$ cat src/rtl/dbc_defines.svh
/*
 * Constants of the dynamic brake chopper controller: register indices,
 * reset values, legal ranges and timing.
 * Assumes inclusion by bare name from the rtl folder.
 */
`ifndef DBC_DEFINES_SVH
`define DBC_DEFINES_SVH

// ****************************************************************
// register word indices
// ****************************************************************
`define DBC_A_CTRL   4'h0
`define DBC_A_RES    4'h1
`define DBC_A_RATED  4'h2
`define DBC_A_OVR    4'h3
`define DBC_A_STAT   4'h4
`define DBC_A_AREA   4'h5
`define DBC_A_THR    4'h6
`define DBC_A_ISTAT  4'h7
`define DBC_A_IMASK  4'h8

// ****************************************************************
// field positions
// ****************************************************************
`define DBC_B_EN       0
`define DBC_B_EV_ON    0
`define DBC_B_EV_FORCE 1
`define DBC_B_EV_REFUSE 2

// ****************************************************************
// reset values and ranges (resistance 0.01 ohm, power 0.01 kW,
// overrating 0.01, voltage 0.1 V)
// ****************************************************************
`define DBC_EN_RST     1'h1
`define DBC_RES_RST    17'h02710
`define DBC_RES_MIN    17'h00001
`define DBC_RES_MAX    17'h186a0
`define DBC_RATED_RST  16'h000a
`define DBC_RATED_MIN  16'h000a
`define DBC_RATED_MAX  16'hc738
`define DBC_OVR_RST    12'h9c4
`define DBC_OVR_MIN    12'h064
`define DBC_OVR_MAX    12'hfa0
`define DBC_THR_BASE   16'h1dd8
`define DBC_THR_SPAN   16'h005a
`define DBC_RATED_W    20'h0000a
`define DBC_AREA_SCALE 40'h64

// ****************************************************************
// timing
// ****************************************************************
`define DBC_CLK_NS     10
`define DBC_SAMPLE_NS  1000000
`define DBC_SAMPLE_CYC (`DBC_SAMPLE_NS / `DBC_CLK_NS)

`endif

$ cat src/rtl/dbc_pkg.sv
/*
 * Types of the dynamic brake chopper controller.
 * Assumes dbc_defines.svh is available for constants.
 */
package dbc_pkg;

    // sequence of one sample period
    typedef enum logic [2:0] {
        ST_IDLE,   // waiting for the millisecond tick
        ST_POW,    // power division running
        ST_ACC,    // overload area updated
        ST_THR,    // threshold division running
        ST_CMP     // compare and drive the switch
    } dbc_state_t;

    // whole state of the top module
    typedef struct packed {
        dbc_state_t  st;
        logic [31:0] cnt;
        logic        en;
        logic [16:0] res;
        logic [15:0] rated;
        logic [11:0] ovr;
        logic [15:0] vd;
        logic [31:0] pw;
        logic [39:0] area;
        logic [39:0] limit;
        logic [15:0] thr;
        logic        forced;
        logic        sw;
        logic        freeze;
        logic [2:0]  istat;
        logic [2:0]  imask;
        logic        irq;
        logic [31:0] rdata;
        logic        go;
        logic [47:0] dvd;
        logic [39:0] dvs;
    } dbc_regs_t;

    // state of the divider
    typedef struct packed {
        logic        busy;
        logic        done;
        logic [5:0]  cnt;
        logic [40:0] rem;
        logic [47:0] quot;
    } dbc_div_t;

endpackage

$ cat src/rtl/dbc_div_if.sv
/*
 * Request and answer of the shared divider.
 * Assumes one master starts a division only while busy is low.
 */
`timescale 1ns/1ns
interface dbc_div_if #(
    parameter int DW = 48,
    parameter int VW = 40
);
    logic          go;        // one-cycle start
    logic [DW-1:0] dividend;  // held while busy
    logic [VW-1:0] divisor;   // held while busy, nonzero
    logic          busy;      // division running
    logic          done;      // one-cycle, quot valid
    logic [DW-1:0] quot;      // quotient

    modport master (output go, dividend, divisor, input busy, done, quot);
    modport slave  (input go, dividend, divisor, output busy, done, quot);
endinterface

$ cat src/rtl/dbc_sync3.sv
/*
 * Three-stage synchroniser for a slow level from a pin.
 * Assumes the level is stable for several clocks; the output
 * changes once stages two and three agree.
 */
`timescale 1ns/1ns
module dbc_sync3 (
    input  wire logic ref_clk,
    input  wire logic rst_n,
    input  wire logic din,
    output logic      dout
);
    logic [3:0] q_q;  // three stages and the held level
    logic [3:0] q_d;

    // shift; the first stage feeds only the second
    always_comb begin
        q_d = {q_q[3], q_q[1:0], din};
        if (q_q[1] == q_q[2]) begin
            q_d[3] = q_q[2];
        end
    end

    // registers
    always_ff @(posedge ref_clk) begin
        if (!rst_n) begin
            q_q <= 4'h0;
        end else begin
            q_q <= q_d;
        end
    end

    assign dout = q_q[3];
endmodule // dbc_sync3

$ cat src/rtl/dbc_div.sv
/*
 * Restoring unsigned divider, one quotient bit per clock.
 * Assumes a nonzero divisor held stable while busy.
 */
`timescale 1ns/1ns
module dbc_div
    import dbc_pkg::*;
(
    input  wire logic ref_clk,
    input  wire logic rst_n,
    dbc_div_if.slave  dv
);
    dbc_div_t s_q;  // registered state
    dbc_div_t s_d;  // next state
    logic [40:0] trial;  // shifted remainder

    // one step per clock; done is a single-cycle pulse
    always_comb begin
        s_d = s_q;
        s_d.done = 1'b0;
        trial = {s_q.rem[39:0], s_q.quot[47]};
        if (dv.go && !s_q.busy) begin
            s_d.busy = 1'b1;
            s_d.cnt  = 6'h00;
            s_d.rem  = 41'h0;
            s_d.quot = dv.dividend;
        end else if (s_q.busy) begin
            s_d.quot = {s_q.quot[46:0], 1'b0};
            s_d.rem  = trial;
            if (trial >= {1'b0, dv.divisor}) begin
                s_d.rem     = trial - {1'b0, dv.divisor};
                s_d.quot[0] = 1'b1;
            end
            s_d.cnt = s_q.cnt + 6'h01;
            // last of 48 steps
            if (s_q.cnt == 6'h2f) begin
                s_d.busy = 1'b0;
                s_d.done = 1'b1;
            end
        end
    end

    // registers
    always_ff @(posedge ref_clk) begin
        if (!rst_n) begin
            s_q <= '0;
        end else begin
            s_q <= s_d;
        end
    end

    assign dv.busy = s_q.busy;
    assign dv.done = s_q.done;
    assign dv.quot = s_q.quot;
endmodule // dbc_div

$ cat src/rtl/dbc_top.sv
/*
 * Dynamic brake chopper controller: samples the dc link voltage each
 * millisecond, drives the brake switch, tracks resistor overload and
 * freezes the setpoint ramp while braking.
 * Assumes vdc_dv comes from sense logic on ref_clk (0.1 V units) and
 * drive_stopped is an asynchronous level from the drive sequencer.
 */
// Operation
// - sample dc link each millisecond, update switch
// - enable gates braking, default on, always writable
// - resistance 0.01..1000 ohm, default 100, stopped only
// - rated power 0.10..510 kW, default 0.10, stopped only
// - overrating 1..40, default 25, stopped only
// - braking-active status read-only, shows switch state
// - monitoring runs regardless of output stage
// - power above rating times time accumulates
// - area at overrating limit forces switch off
// - threshold 764V rising linearly to 773V
// - freeze output while voltage braking active
`timescale 1ns/1ns
`include "dbc_defines.svh"
module dbc_top
    import dbc_pkg::*;
#(
    parameter int MS_CYCLES = `DBC_SAMPLE_CYC  // clocks per sample
) (
    input  wire logic        ref_clk,
    input  wire logic        rst_n,
    input  wire logic [3:0]  addr,
    input  wire logic [31:0] wdata,
    input  wire logic        wr,
    input  wire logic        rd,
    output logic      [31:0] rdata,
    input  wire logic [15:0] vdc_dv,
    input  wire logic        drive_stopped,
    output logic             brake_sw,
    output logic             ramp_freeze,
    output logic             irq
);
    // ****************************************************************
    // checks
    // ****************************************************************
    // the divider needs two 48-step passes inside one period
    if (MS_CYCLES < 128) begin : g_chk
        $error("MS_CYCLES too small for two divisions");
    end

    // ****************************************************************
    // declarations
    // ****************************************************************
    dbc_regs_t   s_q;       // registered state
    dbc_regs_t   s_d;       // next state
    logic        stopped;   // synchronised stop level
    logic [19:0] rated_w;   // rated power in watts
    logic [31:0] excess;    // power above or below rating
    logic [11:0] ovr_x;     // overrating minus one
    logic [2:0]  ev;        // events this cycle
    logic [2:0]  clr;       // software clear mask

    dbc_div_if #(.DW(48), .VW(40)) div_if ();

    // ****************************************************************
    // helpers
    // ****************************************************************
    // range test shared by the three limited settings
    function automatic logic in_rng(input logic [31:0] v,
                                    input logic [31:0] lo,
                                    input logic [31:0] hi);
        in_rng = (v >= lo) && (v <= hi);
    endfunction

    // ****************************************************************
    // sub blocks
    // ****************************************************************
    // stop level crosses from the sequencer clock
    dbc_sync3 u_sync (
        .ref_clk (ref_clk),
        .rst_n   (rst_n),
        .din     (drive_stopped),
        .dout    (stopped)
    );

    // one divider serves power and threshold in turn
    dbc_div u_div (
        .ref_clk (ref_clk),
        .rst_n   (rst_n),
        .dv      (div_if.slave)
    );

    assign div_if.go       = s_q.go;
    assign div_if.dividend = s_q.dvd;
    assign div_if.divisor  = s_q.dvs;

    // ****************************************************************
    // next state
    // ****************************************************************
    always_comb begin
        s_d      = s_q;
        s_d.go   = 1'b0;
        ev       = 3'h0;
        clr      = 3'h0;
        rated_w  = 20'(s_q.rated * `DBC_RATED_W);
        ovr_x    = s_q.ovr - `DBC_OVR_MIN;
        excess   = 32'h0;

        // read data stands only in the cycle after the strobe
        s_d.rdata = 32'h0;
        if (rd) begin
            case (addr)
                `DBC_A_CTRL:  s_d.rdata = {31'h0, s_q.en};
                `DBC_A_RES:   s_d.rdata = {15'h0, s_q.res};
                `DBC_A_RATED: s_d.rdata = {16'h0, s_q.rated};
                `DBC_A_OVR:   s_d.rdata = {20'h0, s_q.ovr};
                `DBC_A_STAT:  s_d.rdata = {28'h0, s_q.forced, s_q.freeze,
                                           s_q.sw, stopped};
                `DBC_A_AREA:  s_d.rdata = s_q.area[39:8];
                `DBC_A_THR:   s_d.rdata = {16'h0, s_q.thr};
                `DBC_A_ISTAT: s_d.rdata = {29'h0, s_q.istat};
                `DBC_A_IMASK: s_d.rdata = {29'h0, s_q.imask};
                default:      s_d.rdata = 32'h0;  // unmapped reads zero
            endcase
        end

        // register writes
        if (wr) begin
            case (addr)
                `DBC_A_CTRL: s_d.en = wdata[`DBC_B_EN];
                // resistance only when stopped and in range
                `DBC_A_RES: begin
                    if (stopped && in_rng(wdata, 32'(`DBC_RES_MIN),
                                          32'(`DBC_RES_MAX))) begin
                        s_d.res = wdata[16:0];
                    end else begin
                        ev[`DBC_B_EV_REFUSE] = 1'b1;
                    end
                end
                // rated power only when stopped and in range
                `DBC_A_RATED: begin
                    if (stopped && in_rng(wdata, 32'(`DBC_RATED_MIN),
                                          32'(`DBC_RATED_MAX))) begin
                        s_d.rated = wdata[15:0];
                    end else begin
                        ev[`DBC_B_EV_REFUSE] = 1'b1;
                    end
                end
                // overrating only when stopped and in range
                `DBC_A_OVR: begin
                    if (stopped && in_rng(wdata, 32'(`DBC_OVR_MIN),
                                          32'(`DBC_OVR_MAX))) begin
                        s_d.ovr = wdata[11:0];
                    end else begin
                        ev[`DBC_B_EV_REFUSE] = 1'b1;
                    end
                end
                `DBC_A_ISTAT: clr = wdata[2:0];
                `DBC_A_IMASK: s_d.imask = wdata[2:0];
                // status and all others ignore writes
                default: ;
            endcase
        end

        // sample sequencer
        case (s_q.st)
            // runs whether or not the output stage is on
            ST_IDLE: begin
                s_d.cnt = s_q.cnt + 32'h1;
                if (s_q.cnt == 32'(MS_CYCLES - 1)) begin
                    s_d.cnt = 32'h0;
                    s_d.vd  = vdc_dv;
                    s_d.dvd = {16'h0, 32'(vdc_dv * vdc_dv)};
                    s_d.dvs = {23'h0, s_q.res};
                    s_d.go  = 1'b1;
                    s_d.st  = ST_POW;
                end
            end
            // power over the last period: V squared over R, in watts
            ST_POW: begin
                s_d.cnt = s_q.cnt + 32'h1;
                if (div_if.done) begin
                    s_d.pw = s_q.sw ? div_if.quot[31:0] : 32'h0;
                    // limit area in watt-ms: (ovr-1) x rated x 1 s
                    s_d.limit = 40'(ovr_x * s_q.rated * `DBC_AREA_SCALE);
                    if (s_d.pw > {12'h0, rated_w}) begin
                        excess   = s_d.pw - {12'h0, rated_w};
                        s_d.area = s_q.area + {8'h0, excess};
                    end else begin
                        excess   = {12'h0, rated_w} - s_d.pw;
                        s_d.area = (s_q.area > {8'h0, excess}) ?
                                   s_q.area - {8'h0, excess} : 40'h0;
                    end
                    s_d.st = ST_ACC;
                end
            end
            ST_ACC: begin
                s_d.cnt = s_q.cnt + 32'h1;
                s_d.forced = (s_q.area >= s_q.limit);
                if (s_q.limit == 40'h0) begin
                    // no overload allowed: threshold sits at the top
                    s_d.thr = `DBC_THR_BASE + `DBC_THR_SPAN;
                    s_d.st  = ST_CMP;
                end else begin
                    s_d.dvd = 48'(s_q.area * `DBC_THR_SPAN);
                    s_d.dvs = s_q.limit;
                    s_d.go  = 1'b1;
                    s_d.st  = ST_THR;
                end
            end
            // threshold 764 V plus 9 V times area over limit
            ST_THR: begin
                s_d.cnt = s_q.cnt + 32'h1;
                if (div_if.done) begin
                    s_d.thr = `DBC_THR_BASE +
                              ((div_if.quot > 48'(`DBC_THR_SPAN)) ?
                               `DBC_THR_SPAN : div_if.quot[15:0]);
                    s_d.st  = ST_CMP;
                end
            end
            ST_CMP: begin
                s_d.cnt = s_q.cnt + 32'h1;
                s_d.sw = s_q.en && !s_q.forced && (s_q.vd > s_q.thr);
                s_d.freeze = s_d.sw;
                s_d.st     = ST_IDLE;
            end
            default: s_d.st = ST_IDLE;
        endcase

        // events: switch turned on, force newly applied
        ev[`DBC_B_EV_ON]    = s_d.sw && !s_q.sw;
        ev[`DBC_B_EV_FORCE] = s_d.forced && !s_q.forced;
        // a new event beats a clear in the same cycle
        s_d.istat = (s_q.istat & ~clr) | ev;
        s_d.irq   = |(s_d.istat & s_d.imask);
    end

    // ****************************************************************
    // registers
    // ****************************************************************
    always_ff @(posedge ref_clk) begin
        if (!rst_n) begin
            s_q       <= '0;
            s_q.st    <= ST_IDLE;
            s_q.en    <= `DBC_EN_RST;
            s_q.res   <= `DBC_RES_RST;
            s_q.rated <= `DBC_RATED_RST;
            s_q.ovr   <= `DBC_OVR_RST;
            s_q.thr   <= `DBC_THR_BASE;
            s_q.dvs   <= 40'h1;
        end else begin
            s_q <= s_d;
        end
    end

    // ****************************************************************
    // outputs straight from flops
    // ****************************************************************
    assign rdata       = s_q.rdata;
    assign brake_sw    = s_q.sw;
    assign ramp_freeze = s_q.freeze;
    assign irq         = s_q.irq;
endmodule // dbc_top

$ cat config.mk
export PLATFORM = sky130hd
export DESIGN_NAME = dbc_top
export DESIGN_NICKNAME = d
export VERILOG_FILES = /design/src/rtl/dbc_pkg.sv /design/src/rtl/dbc_div_if.sv /design/src/rtl/dbc_sync3.sv /design/src/rtl/dbc_div.sv /design/src/rtl/dbc_top.sv
export VERILOG_INCLUDE_DIRS = /design/src /design/src/rtl
export SDC_FILE = /design/constraint.sdc
export NUM_CORES = 2
export LEC_CHECK = 0
export ABC_AREA = 1
export BUFFER_PORTS_ARGS = -buffer_cell sky130_fd_sc_hd__buf_2
export CAP_MARGIN = 0
export CORE_MARGIN = 2
export CORE_UTILIZATION = 45
export CTS_CLUSTER_SIZE = 24
export DETAILED_ROUTE_END_ITERATION = 12
export PLACE_DENSITY_LB_ADDON = 0.12
export SLEW_MARGIN = 30
export SYNTH_ARGS = -nofsm -noshare
export SYNTH_HDL_FRONTEND = slang
export SYNTH_SLANG_ARGS = --single-unit
$ cat constraint.sdc
create_clock -name ref_clk -period 8.2 [get_ports ref_clk]
set_input_delay 1.23 -clock ref_clk [delete_from_list [all_inputs] [get_ports ref_clk]]
set_output_delay 1.23 -clock ref_clk [all_outputs]
set_load 0.02 [all_outputs]
==> impl_metrics.tcl <==
set metrics [dict create \
    tns_ps 0 \
    p_int_mw 5.16 \
    power.total_mw 9.52 \
    max_freq_mhz 124 \
    crit_path_top_delay_cell "fa_1" \
    grt_pass1_vias 52900 \
    crit_fanout 7 \
    crit_required_ps 8780 \
    cts_tree "built" \
    grt_max_degree 87 \
    drv_cap 0 \
    slew_headroom_pct 25.1 \
    n_fill_cell 12500 \
    critical_path_class "flip-flop to flip-flop" \
    yosysWarnings 0 \
    route.detailed.drc 0 \
    fin_skew_ps 33.0 \
    p_sw_share_pct 45.8 \
    final_max_slew_viol_count 0 \
    grtUsageTotal_pct 32.9 \
    synth_area_um2 54400 \
    dieArea_um2 124000 \
    hold_depth 2 \
    dpl.hpwl_um 169000 \
    numCtsBuffers 51 \
    synth.net_count 9362 \
    hold_path_startpoint "u_sync.q_q[1]" \
    via_count 54400 \
    setup_ws_ps 107 \
    wl_per_cell_um 20.1 \
    path_clk_slew_ps 60 \
    avgSynthCellArea_um2 6.52 \
    clkSinkCount 411 \
    drtIter0Drc 4354 \
    postRouteAntennaNets 0 \
    period_share_pct 98.7 \
    viasPerCell 5.34 \
    worstReg2RegEnd "s_q[177]" \
    start_util_pct 45.4 \
    final_layout_size_suffix_gt1_share_pct 9.76 \
    num-nets-final 9559 \
    crit_path_max_incr_delay_ps 570 \
    clock-root-buffer "clkbuf_16" \
    drtPass1Iterations 8 \
    seqPwrFrac_pct 21.0 \
    synthCells 8336 \
    powerDensity_nw_per_um2 155 \
    dieHeight_um 352 \
    worst_pin_slew_ps 1110 \
    r2r_cells 47 \
    port_buffers 91 \
    timing.hold.ws_ps 424 \
    hold_end "u_sync.q_q[2]" \
    area_delta_synth_final_pct 12.7 \
    grt_overflow 0 \
    clock_tree.htree_level_count 2 \
    p_sw_mw 4.36 \
    r2r-start "s_q[278]" \
    ys.flop_type "dfxtp_1" \
    ios 92 \
    dp.cells 10100 \
    clockPowerShare_pct 26.7 \
    clk_latency_ps 680 \
    routed_wl_um 204000 \
    synth_edf_count 0 \
    pre_cts_slack_ps -387 \
    combPwrFrac_pct 52.2 \
    rows 127 \
    grt_pass1_wl_um 313000 \
    cp.arrival_ps 8670 \
    vdd_drop_max_uv 886 \
    fin_crit_ps 8090 \
    end_kind "flip-flop" \
    hp-class "flip-flop to flip-flop" \
    rsz0062_at_grt "true" \
    place.gp.congestion 0.984 \
    ys_types 63 \
    rrSetupSlack_ps 110 \
    core-area_um2 120000 \
    antenna_found_initial 3 \
    cts_buffer_depth 3 \
    status "complete, no violations" \
    seq_area_frac_synth_pct 15.1 \
    dieWidth_um 352 \
    cp_common_cell "inv_2" \
    synth-seq-cells 411 \
    final-setup-viol-count 0 \
    p_leak_nw 32.9 \
    finalNonFillerCells 10200 \
    async_flop_share_pct 0 \
    critPathLaunchType "flip-flop" \
    cts_hold_buf 0 \
    hold_violations 0 \
]
==> worst max-delay path, delay by kind of cell (launching register included) <==
kind / cells / cell delay (ps)
XOR/XNOR: 2 / 330
AO/OA/AOI/OAI: 1 / 70
flip-flops: 1 / 340
AND/OR/NAND/NOR: 17 / 1600
buffers and inverters: 16 / 1320
adder cells (fa/ha/maj): 11 / 4300
==> stage by stage <==
step | instance area (um^2) | util (%)
final | 61300 | 51.1
after detailed placement | 57700 | 48.2
after floorplan | 54400 | -
after global routing | 61300 | 51.1
after CTS | 60200 | 50.2
after global placement | 57700 | 48.2
==> cell usage in the layout, fill, tap and decap left out, types with 9 or more instances in the layout <==
cell type	netlist	layout
o21bai_1	41	39
ha_4	0	35
o21ai_2	1	9
dfxtp_1	411	406
o22ai_1	10	10
nand2_4	7	21
a21o_1	10	10
inv_2	8	31
nor4_1	35	31
a221oi_1	9	9
nand3_1	460	452
inv_1	1584	1557
o211ai_1	25	25
a21oi_1	558	526
a31oi_1	57	56
clkbuf_16	0	52
clkinv_2	1	9
a21oi_2	8	35
nand3b_1	53	53
nand4_1	111	111
nor3_1	80	71
nor2_2	10	31
buf_4	38	288
buf_6	8	11
nand2_1	2223	2185
or2_2	34	31
xnor2_1	70	62
o21ai_1	9	24
o21a_1	11	11
buf_2	38	90
nand3_2	8	15
o21ai_0	323	297
nor2_1	736	697
nand2_2	21	44
ha_1	562	526
fa_1	407	402
xor2_1	133	128
nor2_4	9	27
==> worst max path at each step <==
stage | from | to | slack (ps)
2_1_floorplan | s_q[277] | s_q[181] | 100
3_3_place_gp | s_q[278] | s_q[178] | -360
3_5_place_dp | s_q[278] | s_q[178] | -390
4_1_cts | s_q[278] | s_q[180] | 0.1
5_1_grt | s_q[278] | s_q[180] | -310
6_report | s_q[278] | s_q[177] | 110
==> final cells by class <==
cell class | instances | area (um^2) | share of cell area (%)
Inverter | 1594 | 6000 | 9.79
Antenna cell | 1 | 2.50 | 0.00409
Clock buffer | 66 | 1430 | 2.34
Timing Repair Buffer | 395 | 2860 | 4.68
Tap cell | 1612 | 2020 | 3.29
Sequential cell | 411 | 8240 | 13.4
Multi-Input combinational cell | 6080 | 40300 | 65.8
Clock inverter | 28 | 413 | 0.674
==> sequential cells by signal, indices dropped and copies added (netlist names) <==
name / cells
brake_sw: 1
div_if.dividend: 47
div_if.divisor: 35
div_if.go: 1
irq: 1
ramp_freeze: 1
rdata: 32
s_q: 193
u_div.dv.busy: 1
u_div.dv.done: 1
u_div.dv.quot: 48
u_div.s_q: 46
u_sync.q_q: 4
==> per-layer routing <==
layer / vias up / part of all wire [%] / global-route usage, % / wire length (um)
li1: 26500 / - / - / -
met1: 26000 / 46 / 45.7 / 93400
met2: 1636 / 44 / 52.4 / 90300
met3: 314 / 5.9 / 3.59 / 12000
met4: 4 / 4.3 / 12.4 / 8710
met5: - / 0.010 / 0 / 21
==> logic make-up after synthesis <==
logic type / share of synthesized area [%]
AND/OR/NAND/NOR: 29.4
buffers and inverters: 13.2
AO/OA/AOI/OAI: 11.0
adder cells (fa/ha/maj): 27.9
flip-flops: 15.1
XOR/XNOR: 3.27
multiplexers: 0.0207
==> power groups by stage <==
| stage | Combinational, mW | Clock [mW] | Sequential (mW) |
|---|---|---|---|
| detailed placement | 4.86 | 0 | 2.05 |
| CTS | 4.90 | 2.57 | 2.00 |
| finish | 4.97 | 2.54 | 2.00 |
| global placement | 4.87 | 0 | 2.05 |
| global route | 5.52 | 2.64 | 2.00 |
| floorplan | 3.23 | 0 | 2.05 |
==> what timing repair did <==
item / in CTS / in global routing
resized for setup: 112 / 191
setup endpoints to repair: 16 / 19
pin swaps: 56 / 118
buffers inserted: 12 / 28
hold endpoints to repair: 0 / 0
==> synthesized netlist by cell type, drive strengths merged (96+ instances only) <==
master	number	area, um^2
nand2	2251	8550
o21ai	333	1670
ha	562	7030
nand3	468	2380
clkbuf	155	587
inv	1592	5980
fa	407	8150
xor2	133	1160
buf	96	611
a21oi	566	2860
dfxtp	411	8230
nor2	756	2950
nand4	111	694
Power figures use the tool's default switching activity.
